**config.mk**
```make
export PLATFORM = sky130hd
export DESIGN_NAME = fcis_ctrl
export DESIGN_NICKNAME = d
export VERILOG_FILES = /design/src/fcis_pkg.sv /design/src/fcis_ctrl.sv
export SDC_FILE = /design/constraint.sdc
export NUM_CORES = 1
export LEC_CHECK = 0
export BUFFER_PORTS_ARGS = -buffer_cell sky130_fd_sc_hd__buf_2
export CAP_MARGIN = 20
export CELL_PAD_IN_SITES_DETAIL_PLACEMENT = 0
export CELL_PAD_IN_SITES_GLOBAL_PLACEMENT = 1
export CORE_MARGIN = 1
export CORE_UTILIZATION = 40
export CTS_CLUSTER_SIZE = 12
export DETAILED_ROUTE_END_ITERATION = 10
export PLACE_DENSITY_LB_ADDON = 0.1
export REMOVE_ABC_BUFFERS = 1
export SYNTH_ARGS = -nofsm -noshare
export SYNTH_HDL_FRONTEND = slang
export SYNTH_SLANG_ARGS = --single-unit
```
**constraint.sdc**
```tcl
create_clock -name clk_i -period 3.85 [get_ports clk_i]
set_input_delay 0.77 -clock clk_i [delete_from_list [all_inputs] [get_ports clk_i]]
set_output_delay 0.77 -clock clk_i [all_outputs]
set_load 0.005 [all_outputs]
```
**src/fcis_pkg.sv**
```systemverilog
// Package with register map, field layout and timing constants of the flash event block.
package fcis_pkg;

    // Register byte offsets on the Avalon-MM bus.
    localparam logic [7:0] FCIS_OFF_CMD = 8'h08;
    localparam logic [7:0] FCIS_OFF_RAW = 8'h0C;
    localparam logic [7:0] FCIS_OFF_MASK = 8'h10;
    localparam logic [7:0] FCIS_OFF_MCLR = 8'h14;

    // Event bit positions, shared by the status, mask and clear registers.
    localparam int FCIS_BIT_ACC = 0;
    localparam int FCIS_BIT_PRG = 1;
    localparam int FCIS_NSRC = 2;

    // Command register control bits.
    localparam int FCIS_CMD_WRITE = 0;
    localparam int FCIS_CMD_ERASE = 1;
    localparam int FCIS_CMD_MERASE = 2;

    // Reset values.
    localparam logic [1:0] FCIS_RST_RAW = 2'h0;
    localparam logic [1:0] FCIS_RST_MASK = 2'h0;

    // Clock rate and the longest page erase time.
    localparam longint FCIS_CLK_HZ = 250000000;
    localparam longint FCIS_ERASE_MS = 25;
    localparam int FCIS_ERASE_CYC = int'((FCIS_ERASE_MS * FCIS_CLK_HZ) / 1000);

    // Bus request carried as one packed group.
    typedef struct packed {
        logic read;
        logic write;
        logic [7:0] address;
        logic [31:0] writedata;
    } fcis_req_t;

    typedef enum logic [1:0] {
        FCIS_IDLE = 2'b01,
        FCIS_BUSY = 2'b10
    } fcis_state_t;

endpackage

```
**src/fcis_ctrl.sv**
```systemverilog
// Flash controller event status, mask and interrupt logic with an Avalon-MM slave.
`timescale 1ns/100ps
// Behaviour
// RULE_01: raw status at 0x00C holds every pending event, masked or not.
// RULE_02: interrupt output high only while some raw event has its mask bit set; irq_o follows a mask write one cycle late.
// RULE_03: mask register at 0x010 holds one enable bit per source.
// RULE_04: masked status at 0x014 reads raw AND mask per source.
// RULE_05: writing one to masked status clears raw bit; zeros leave bits alone.
// RULE_06: bit 1 is program or erase done; bit 0 is protection violation.
// RULE_07: a program or erase cycle starts only on a command register write.
// RULE_08: page erase lasts up to 25 ms; its control bit reads one meanwhile.
module fcis_ctrl
    import fcis_pkg::*;
#(
    parameter int ERASE_CYC = FCIS_ERASE_CYC
)
(
    input wire logic clk_i,
    input wire logic reset_i,
    input wire logic clk_en_i,
    input wire logic [7:0] avs_address_i,
    input wire logic avs_read_i,
    input wire logic avs_write_i,
    input wire logic [31:0] avs_writedata_i,
    output logic [31:0] avs_readdata_o,
    output logic avs_waitrequest_o,
    input wire logic access_violation_i,
    input wire logic program_done_i,
    output logic irq_o
);

    fcis_req_t req;
    logic [1:0] raw_ff;
    logic [1:0] mask_ff;
    logic [31:0] rdata_ff;
    logic ack_ff;
    logic wait_ff;
    logic nxt_ack;
    logic irq_ff;
    logic [2:0] cmd_ff;
    logic [31:0] cnt_ff;
    fcis_state_t state_ff;
    logic [1:0] viol_sync_ff;
    logic [1:0] done_sync_ff;
    logic [1:0] ev_set;
    logic [1:0] ev_clr;
    logic wr_take;
    logic rd_take;
    logic cmd_go;
    logic busy_done;

    // Decodes a byte address to a match against one register offset.
    function automatic logic fcis_hit(input logic [7:0] addr, input logic [7:0] off);
        fcis_hit = (addr == off);
    endfunction

    assign req = '{read: avs_read_i, write: avs_write_i, address: avs_address_i,
                   writedata: avs_writedata_i};

    // One wait cycle per access: a request is taken on the edge where ack is low.
    assign wr_take = clk_en_i && req.write && !ack_ff;
    assign rd_take = clk_en_i && req.read && !ack_ff;
    assign nxt_ack = (req.read || req.write) && !ack_ff;
    // Waitrequest has its own flop so the bus sees no gate delay behind the clock edge.
    assign avs_waitrequest_o = wait_ff;
    assign avs_readdata_o = rdata_ff;
    assign irq_o = irq_ff;

    // Acknowledge flop; it drops after one cycle so back-to-back requests each wait once.
    always_ff @(posedge clk_i)
    begin
        if (reset_i)
        begin
            ack_ff <= 1'b0;
            wait_ff <= 1'b1;
        end
        else if (clk_en_i)
        begin
            ack_ff <= nxt_ack;
            wait_ff <= !nxt_ack;
        end
    end

    // Event inputs come from outside logic, so they pass two flops first.
    always_ff @(posedge clk_i)
    begin
        if (reset_i)
        begin
            viol_sync_ff <= 2'h0;
            done_sync_ff <= 2'h0;
        end
        else if (clk_en_i)
        begin
            viol_sync_ff <= {viol_sync_ff[0], access_violation_i};
            done_sync_ff <= {done_sync_ff[0], program_done_i};
        end
    end

    // A command write starts a cycle only when one is not already running.
    assign cmd_go = wr_take && fcis_hit(req.address, FCIS_OFF_CMD)
                    && (state_ff == FCIS_IDLE) && (req.writedata[2:0] != 3'h0); // see RULE_07
    assign busy_done = (state_ff == FCIS_BUSY) && (cnt_ff == 32'h0);

    // Program/erase cycle timer; the control bits read one until it expires.
    always_ff @(posedge clk_i)
    begin
        if (reset_i)
        begin
            state_ff <= FCIS_IDLE;
            cnt_ff <= 32'h0;
            cmd_ff <= 3'h0;
        end
        else if (clk_en_i)
        begin
            case (state_ff)
                FCIS_IDLE:
                begin
                    if (cmd_go)
                    begin
                        state_ff <= FCIS_BUSY; // see RULE_07
                        cmd_ff <= req.writedata[2:0];
                        cnt_ff <= 32'(ERASE_CYC - 1); // see RULE_08
                    end
                end
                FCIS_BUSY:
                begin
                    if (cnt_ff == 32'h0)
                    begin
                        state_ff <= FCIS_IDLE;
                        cmd_ff <= 3'h0; // see RULE_08
                    end
                    else
                        cnt_ff <= cnt_ff - 32'h1;
                end
                default:
                    state_ff <= FCIS_IDLE;
            endcase
        end
    end

    // Event sources; an external done pulse also counts as a program event.
    assign ev_set[FCIS_BIT_PRG] = busy_done || done_sync_ff[1]; // see RULE_06
    assign ev_set[FCIS_BIT_ACC] = viol_sync_ff[1]; // see RULE_06
    assign ev_clr = (wr_take && fcis_hit(req.address, FCIS_OFF_MCLR))
                    ? req.writedata[1:0] : 2'h0; // see RULE_05

    // Raw status: a set in the same cycle as a clear wins, so no event is lost.
    always_ff @(posedge clk_i)
    begin
        if (reset_i)
            raw_ff <= FCIS_RST_RAW;
        else if (clk_en_i)
            raw_ff <= (raw_ff & ~ev_clr) | ev_set; // see RULE_01 see RULE_05
    end

    // Mask register.
    always_ff @(posedge clk_i)
    begin
        if (reset_i)
            mask_ff <= FCIS_RST_MASK;
        else if (wr_take && fcis_hit(req.address, FCIS_OFF_MASK))
            mask_ff <= req.writedata[1:0]; // see RULE_03
    end

    // Interrupt output is registered from the next raw value and the current mask value.
    always_ff @(posedge clk_i)
    begin
        if (reset_i)
            irq_ff <= 1'b0;
        else if (clk_en_i)
            irq_ff <= |(((raw_ff & ~ev_clr) | ev_set) & mask_ff); // see RULE_02
    end

    // Read data; unmapped addresses read zero.
    always_ff @(posedge clk_i)
    begin
        if (reset_i)
            rdata_ff <= 32'h0;
        else if (rd_take)
        begin
            case (req.address)
                FCIS_OFF_CMD: rdata_ff <= {29'h0, cmd_ff}; // see RULE_08
                FCIS_OFF_RAW: rdata_ff <= {30'h0, raw_ff}; // see RULE_01
                FCIS_OFF_MASK: rdata_ff <= {30'h0, mask_ff}; // see RULE_03
                FCIS_OFF_MCLR: rdata_ff <= {30'h0, raw_ff & mask_ff}; // see RULE_04
                default: rdata_ff <= 32'h0;
            endcase
        end
    end
endmodule

```
[Word-level counts from Yosys, hierarchy flattened]
Cells that the tools add are included.
Storage, ports and cells
  bits of input ports: 47
  register bits after elaboration: 80
  word-level logic and storage cells: 59
Cells by class
  add/sub/neg operators: 1
  bitwise logic cells: 5
  reduce and logical (&&, ||, !) cells: 22
  equal/unequal tests: 9
  mux-type cells: 11
Operators with widths (number)
  $mux 32: 2
  $pmux 32 s2: 1
  $logic_not 32->1: 1
  $sub 32x1->32 const B: 1
  $eq 8x4->1 const B: 2
  $eq 8x5->1 const B: 2
  $pmux 3 s4: 1
  $logic_and 1x1->1: 11
  $reduce_and 4->1: 2
  $and 2x2->2: 3
  $mux 2: 3
  $mux 3: 2
  $pmux 3 s2: 1
  $ne 2x2->1 const B: 2
  $pmux 2 s2: 1
  $reduce_and 3->1: 1
  $reduce_bool 3->1: 1
  $eq 2x1->1 const B: 1
  $eq 2x2->1 const B: 1
  $logic_not 1->1: 2
  $logic_or 1x1->1: 2
  $ne 2x1->1 const B: 1
  $not 2->2: 1
  $or 2x2->2: 1
  other kinds (2): 2

[Longest topological paths before layout]
Gate-level depths: netlist of run 1.
  depth after elaboration: 9
  depth in mapped cells: 9

[Worst setup path before layout of run 1]
No wires, ideal clock.
  path type: input-to-reg
  start: input port avs_address_i[0]
  end: register cnt_ff[27]
  data required time: 3.780 ns
  cell stages on the path: 7
  data arrival time: 2.521 ns
  buffers on the path: 1
  path slack: 1.259 ns
  setup time: 0.070 ns
  cells stage by stage: or4_4 > nand4bb_4 > o22ai_2 > buf_6 > o2111ai_2 > or4_1 > a21oi_1
On the way
  longest elaborated chain between the ends: 6
RTL lines
  from (decl): line fcis_ctrl.sv:21  | input wire logic [7:0] avs_address_i,
  $eq 8x4->1: line fcis_ctrl.sv:54  | fcis_hit = (addr == off);
  $logic_and 1x1->1: line fcis_ctrl.sv:100  | assign cmd_go = wr_take && fcis_hit(req.address, FCIS_OFF_CMD)
  $logic_and 1x1->1 (2 in series): line fcis_ctrl.sv:101  | && (state_ff == FCIS_IDLE) && (req.writedata[2:0] != 3'h0);
  $ne 2x2->1 (no source line)
  $reduce_and 4->1 (no source line)
  to (signal assigned): line fcis_ctrl.sv:122  | cnt_ff <= 32'(ERASE_CYC - 1);
  to (signal assigned): line fcis_ctrl.sv:133  | cnt_ff <= cnt_ff - 32'h1;
  to (decl): line fcis_ctrl.sv:41  | logic [31:0] cnt_ff;
Every way passes these cells.
A chain may end at the register's enable or synchronous reset.

[Worst setup path in the final report of run 1]
  start: register cnt_ff[20]
  end: register cnt_ff[19]
On the way
  longest elaborated chain between the ends: 3
RTL lines
  $logic_not 32->1: line fcis_ctrl.sv:127  | if (cnt_ff == 32'h0)
  $ne 2x2->1 (no source line)
  $reduce_and 4->1 (no source line)
Every way passes these cells.

==> results of run 1 <==
per-stage QoR:
step,cells,cell area (um2),utilization [%]
CTS,426,2885,44.67
floorplan,313,2552,-
global placement,418,2804,43.41
finish,426,2885,44.67
global route,426,2885,44.67
detailed placement,418,2804,43.41
metal layers:
layer | track usage, % | vias to the layer above | wire (um)
li1 | - | 1155 | -
met1 | 23.95 | 1051 | 3098
met2 | 27.12 | 52 | 2504
met3 | 3.147 | 5 | 206
met4 | 4.314 | 0 | 44
met5 | 0 | - | 0
cells by family after synthesis:
kind of cell,after synthesis,share of synthesized area (%)
flops,51,37.43
xor+xnor,14,4.496
simple gates,125,25.32
compound gates,82,18.99
buf+inv,47,10.96
fa+ha+maj,1,0.4586
mux,6,2.202
other cells,1,0.1375
synthesized netlist by cell type (4+ instances only):
master     n
or4_1      8
nor3_1    10
nand2_1   18
or3_1      9
o211ai_1   8
clkbuf_1   8
o21ai_0   19
inv_1      5
a21oi_1   31
nor2_1    38
o31ai_1    6
nor4_1     5
xor2_1    14
dfxtp_1   51
nand2b_1   6
or2_2      4
nand3_1    7
buf_4     30
mux2i_1    6
nor2b_1    6
tightest hold or removal path, delay by kind of cell (launching register included):
| kind | cells | cell delay (ps) |
|---|---|---|
| AOI/OAI and AO/OA | 1 | 50 |
| DFF | 1 | 320 |
| and+or+nand+nor | 1 | 50 |
power by group through the flow:
stage	Clock [mW]	Combinational, mW	Sequential (mW)
final	0.303	0.0595	0.535
after CTS	0.316	0.0596	0.536
after floorplan	0	0.0304	0.547
after detailed placement	0	0.0593	0.548
after global routing	0.339	0.0677	0.536
after global placement	0	0.0587	0.548
final cells by class:
type                    instances  area (um2)  area share [%]
clock buffers                   7       76.32           2.645
clock inverters                 1       5.005          0.1735
inverters                       5       18.77          0.6505
multi-input cells             257        1513           52.43
flip-flops and latches         51        1021           35.39
well taps                      77       96.34           3.339
repair buffers                 28       155.1           5.377
state kept, by name (all words and copies together), names as in the netlist:
signal	cells
raw_ff	2
avs_waitrequest_o	1
cmd_ff	3
ack_ff	1
done_sync_ff	2
mask_ff	2
irq_o	1
state_ff	2
viol_sync_ff	2
avs_readdata_o	3
cnt_ff	32
path summary, 6_finish.rpt:
check / startpoint / to / slack (ps) / cells past startpoint
max: cnt_ff[20]$_SDFFE_PP0P_ / cnt_ff[19]$_SDFFE_PP0P_ / 1140 / 7
min: avs_readdata_o[0]$_SDFFE_PP0P_ / avs_readdata_o[0]$_SDFFE_PP0P_ / 450 / 2
max reg2reg: cnt_ff[20]$_SDFFE_PP0P_ / cnt_ff[19]$_SDFFE_PP0P_ / 1140 / 7
min reg2reg: avs_readdata_o[0]$_SDFFE_PP0P_ / avs_readdata_o[0]$_SDFFE_PP0P_ / 450 / 2
==> flow_metrics.py, run 1 <==
metrics = {
    "clock_tree": {
        "h-tree-depth": 2,
        "post_cts_resized": 0,
        "clockRootBuffer": "clkbuf_8",
        "clk_latency_ps": 300,
        "cts.clk_slew.worst_paths_ps": 90,
        "post_cts_buffers": 0,
        "cts_tree": "done",
        "clockBufferDepth": 2,
        "cts_hold_buf": 0,
        "clock_sinks": 51,
        "cts_made_buffers": 5,
    },
    "power_and_ir_drop": {
        "power_frac_clock_pct": 33.8,
        "peakVddDrop_uv": 166.0,
        "total_power_uw": 898.4,
        "p_sw_uw": 217.6,
        "p_comb_share_pct": 6.6,
        "swShare_pct": 24.22,
        "p_leak_nw": 1.132,
        "seq_power_share_pct": 59.6,
        "p_per_area_nw_per_um2": 311.4,
        "p_int_uw": 680.7,
    },
    "sta": {
        "maxSlewHeadroom_pct": 49.89,
        "fin_ws_ps": 1140,
        "grt_setup_unrepaired": "false",
        "finClkSkew_ps": 8.972,
        "finalMaxSlewViolations": 0,
        "hold_slack_ps": 451.4,
        "worst_slew_pin_slew_ps": 744.8,
        "fmax_ghz": 0.3690,
        "finalCriticalPeriod_ps": 2710,
        "setup_viol": 0,
        "hold_viol": 0,
        "setup_tns_ps": 0,
        "finalCritPeriodShare_pct": 70.39,
    },
    "finish": {
        "layout_commonest_cell": "dfxtp_1",
        "nets": 396,
        "layout_common_cells": "51 x dfxtp_1, 38 x nor2_1, 31 x a21oi_1",
        "syn_to_final_growth_pct": 5.780,
        "fillCellCount": 668,
        "drive_above_1_share_pct": 13.47,
        "diodes": 0,
    },
    "logic_synthesis": {
        "yosysWarningCount": 0,
        "syn_area_um2": 2728,
        "synth_ff_type": "dfxtp_1",
        "avgSynthCellArea_um2": 8.341,
        "ys_seq_area_share_pct": 37.43,
        "yosysUniqueCellTypes": 46,
        "synth_area_leaders": "dfxtp_1 37%, buf_4 8.3%, a21oi_1 5.7%",
        "syn-instance-count": 327,
        "synth_seq_cells": 51,
        "synth_edf_count": 0,
        "async_reset_ff_share_pct": 0,
        "synth_top_area_share_pct": 37.43,
        "synth_top_area_cell": "dfxtp_1",
    },
    "global_route": {
        "grt_pass1_vias": 2039,
        "grt_max_degree": 37,
        "grt_overflow": 0,
        "gr-usage-all-layers_pct": 17.08,
        "antenna_found_initial": 0,
        "grt_pass1_wl_um": 9763,
    },
    "routing": {
        "post_drt_wl_per_cell_um": 13.74,
        "drt.antenna.violating_nets": 0,
        "wirelength_um": 5853,
        "route.vias.total": 2263,
        "drt_iter0_drc": 163,
        "drcViolationCount": 0,
        "drt_first_pass_iters": 6,
        "routed_via_density": 5.312,
    },
    "setup_path": {
        "crit_path_end_kind": "flop",
        "worstPathRequired_ps": 4050,
        "path_cells": "nor4_1 -> and4_1 -> a21oi_1 -> buf_4 -> o211ai_2 -> nor3_1 -> a2111oi_2",
        "worst-path-max-fanout": 17,
        "critPathMaxStageDelay_ps": 680,
        "cp_top_family": "simple AND/OR/NAND/NOR gates",
        "slowest_stage": "nor4_1",
        "critical_path_class": "flop to flop",
        "crit_buf_inv": 1,
        "cp_data_arrival_time_ps": 2910,
        "startpoint_type": "flop",
    },
    "place": {
        "place_congestion": 0.8159,
        "portBuffers": 22,
        "preCtsSetupSlack_ps": 864.2,
        "hpwl_um": 4113,
    },
    "min_path": {
        "min_path_type": "flop to flop",
    },
    "status": {
        "status": "completed",
    },
    "floorplan": {
        "die_h_um": 84.58,
        "start_util_pct": 42.23,
        "pin_count": 81,
        "core_um2": 6459,
        "rows": 29,
        "die_area_um2": 7153,
        "die_x_um": 84.58,
    },
    "run": {
        "drv_cap": 0,
    },
}
No activity file was read; power rests on OpenSTA's default activity.
==> run 2: changes to the inputs <==
--- a/config.mk
+++ b/config.mk
@@ -10,7 +10,7 @@
 export CELL_PAD_IN_SITES_DETAIL_PLACEMENT = 0
 export CELL_PAD_IN_SITES_GLOBAL_PLACEMENT = 1
 export CORE_MARGIN = 1
-export CORE_UTILIZATION = 40
+export CORE_UTILIZATION = 37
 export CTS_CLUSTER_SIZE = 12
 export DETAILED_ROUTE_END_ITERATION = 10
 export PLACE_DENSITY_LB_ADDON = 0.1
==> constraint.sdc (replaced) <==
create_clock -name clk_i -period 2.7 [get_ports clk_i]
set_input_delay 0.54 -clock clk_i [delete_from_list [all_inputs] [get_ports clk_i]]
set_output_delay 0.54 -clock clk_i [all_outputs]
set_load 0.005 [all_outputs]
==> run 2 against run 1 <==
Highest routed layer unchanged. First-iteration DRC count is 37% lower. Utilization about the same. Routed wire length up 0.65%. Sequential share of layout area down 2.5 points. Maximum frequency grew 7.4%. Setup slack got worse by 960 ps. Non-clock buffer count grew 20. Via count is 1.7% higher. Cell area is 7.5% higher. Critical path type unchanged. Sequential power rose by 43%.
==> flow_metrics.py, run 2 (synthesis results as in run 1) <==
metrics = {
    "floorplan": {
        "die_h_um": 87.86,
        "start_util_pct": 39.28,
        "die_area_um2": 7719,
        "pin_count": 81,
        "rows": 30,
        "core_um2": 6944,
        "die_x_um": 87.86,
    },
    "sta": {
        "setup_tns_ps": 0,
        "finalMaxSlewViolations": 0,
        "hold_viol": 0,
        "fin_ws_ps": 175.9,
        "finalCritPeriodShare_pct": 93.49,
        "finalCriticalPeriod_ps": 2524,
        "fmax_ghz": 0.3962,
        "finClkSkew_ps": 3.019,
        "hold_slack_ps": 453.6,
        "grt_setup_unrepaired": "false",
        "setup_viol": 0,
    },
    "power_and_ir_drop": {
        "p_per_area_nw_per_um2": 447.2,
        "p_int_mw": 1.068,
        "total_power_mw": 1.388,
        "seq_power_share_pct": 55.0,
        "p_sw_uw": 319.6,
        "p_leak_nw": 1.242,
        "peakVddDrop_uv": 240.1,
        "swShare_pct": 23.03,
        "p_comb_share_pct": 6.3,
        "power_frac_clock_pct": 38.7,
    },
    "global_route": {
        "gr-usage-all-layers_pct": 16.80,
        "grt_pass1_vias": 2071,
        "grt_pass1_wl_um": 10010,
        "grt_max_degree": 37,
        "antenna_found_initial": 0,
        "grt_overflow": 0,
    },
    "status": {
        "status": "completed",
    },
    "clock_tree": {
        "cts.clk_slew.worst_paths_ps": 90,
        "cts_made_buffers": 5,
        "clockBufferDepth": 2,
        "h-tree-depth": 2,
        "clockRootBuffer": "clkbuf_8",
        "clock_sinks": 51,
        "clk_latency_ps": 300,
        "cts_tree": "done",
    },
    "routing": {
        "drt_iter0_drc": 102,
        "routed_via_density": 4.951,
        "route.vias.total": 2302,
        "drt_first_pass_iters": 4,
        "post_drt_wl_per_cell_um": 12.67,
        "drt.antenna.violating_nets": 0,
        "drcViolationCount": 0,
        "wirelength_um": 5891,
    },
    "finish": {
        "diodes": 0,
        "layout_common_cells": "51 x dfxtp_1, 38 x nor2_1, 31 x a21oi_1",
        "drive_above_1_share_pct": 18.97,
        "layoutNonFillerInstCount": 465,
        "largest_reg_flops": 32,
        "syn_to_final_growth_pct": 13.76,
        "nets": 416,
        "max_flop_register": "cnt_ff",
        "layout_commonest_cell": "dfxtp_1",
    },
    "min_path": {
        "min_path_type": "flop to flop",
        "whs_path_depth": 2,
    },
    "setup_path": {
        "reg2reg_depth": 9,
        "worstPathRequired_ps": 2910,
        "crit_buf_inv": 2,
        "critPathMaxStageDelay_ps": 530,
        "slowest_stage": "or4b_4",
        "cp_top_family": "simple AND/OR/NAND/NOR gates",
        "crit_path_end_kind": "flop",
        "startpoint_type": "flop",
        "cp.depth": 9,
        "critical_path_class": "flop to flop",
        "path_cells": "inv_1 -> ha_1 -> or4b_4 -> and4bb_2 -> o22ai_2 -> o211ai_4 -> buf_4 -> nor3_1 -> a2111oi_2",
        "cp_data_arrival_time_ps": 2730,
        "worst-path-max-fanout": 7,
    },
    "place": {
        "preCtsSetupSlack_ps": 63.75,
        "dp.cells": 457,
        "hpwl_um": 4418,
        "portBuffers": 22,
        "place_congestion": 0.7820,
    },
    "run": {
        "drv_cap": 0,
    },
}
==> run 2: power by group through the flow <==
stage          clock, mW  combinational (mW)  sequential [mW]
6_report           0.537              0.0873            0.763
2_1_floorplan          0              0.0433            0.780
3_5_place_dp           0              0.0874            0.781
3_3_place_gp           0              0.0876            0.781
4_1_cts            0.562              0.0878            0.764
5_1_grt            0.597               0.102            0.765
==> run 2: worst paths after layout <==
kind	slack [ps]	start	to
worst min register to register	450	avs_readdata_o[1]$_SDFFE_PP0P_	avs_readdata_o[1]$_SDFFE_PP0P_
worst max register to register	180	cnt_ff[0]$_SDFFE_PP0P_	cnt_ff[19]$_SDFFE_PP0P_
worst max-delay path	180	cnt_ff[0]$_SDFFE_PP0P_	cnt_ff[19]$_SDFFE_PP0P_
worst min-delay path	450	avs_readdata_o[1]$_SDFFE_PP0P_	avs_readdata_o[1]$_SDFFE_PP0P_
==> run 2: repair_timing <==
action,4_1_cts,5_1_grt
setup buffers,0,0
endpoints found under the setup margin,0,2
hold buffers,0,0
resized for setup,0,2
==> run 2: layer usage <==
layer  wire length, um  GRT usage [%]
met5                 0              0
met4                78          5.067
met1              2879          22.70
met3               188          3.110
met2              2745          27.20
==> run 2: worst min-delay path: stages, from the launching register on <==
cell and delay [ps]:
dfxtp_1 320, nand2_1 50, a21oi_1 50
==> run 2: final cells by class <==
class	count	area, um2
Timing Repair Buffer	48	305.3
Sequential cell	51	1021
Tap cell	96	120.1
Clock inverter	3	43.79
Clock buffer	5	68.82
Multi-Input combinational cell	257	1525
Fill cell	709	3841
Inverter	5	18.77
==> run 2: through the flow <==
step / util, % / area [um2]
finish: 44.68 / 3103
floorplan: - / 2552
CTS: 44.50 / 3090
global route: 44.68 / 3103
detailed placement: 42.88 / 2978
global placement: 42.88 / 2978
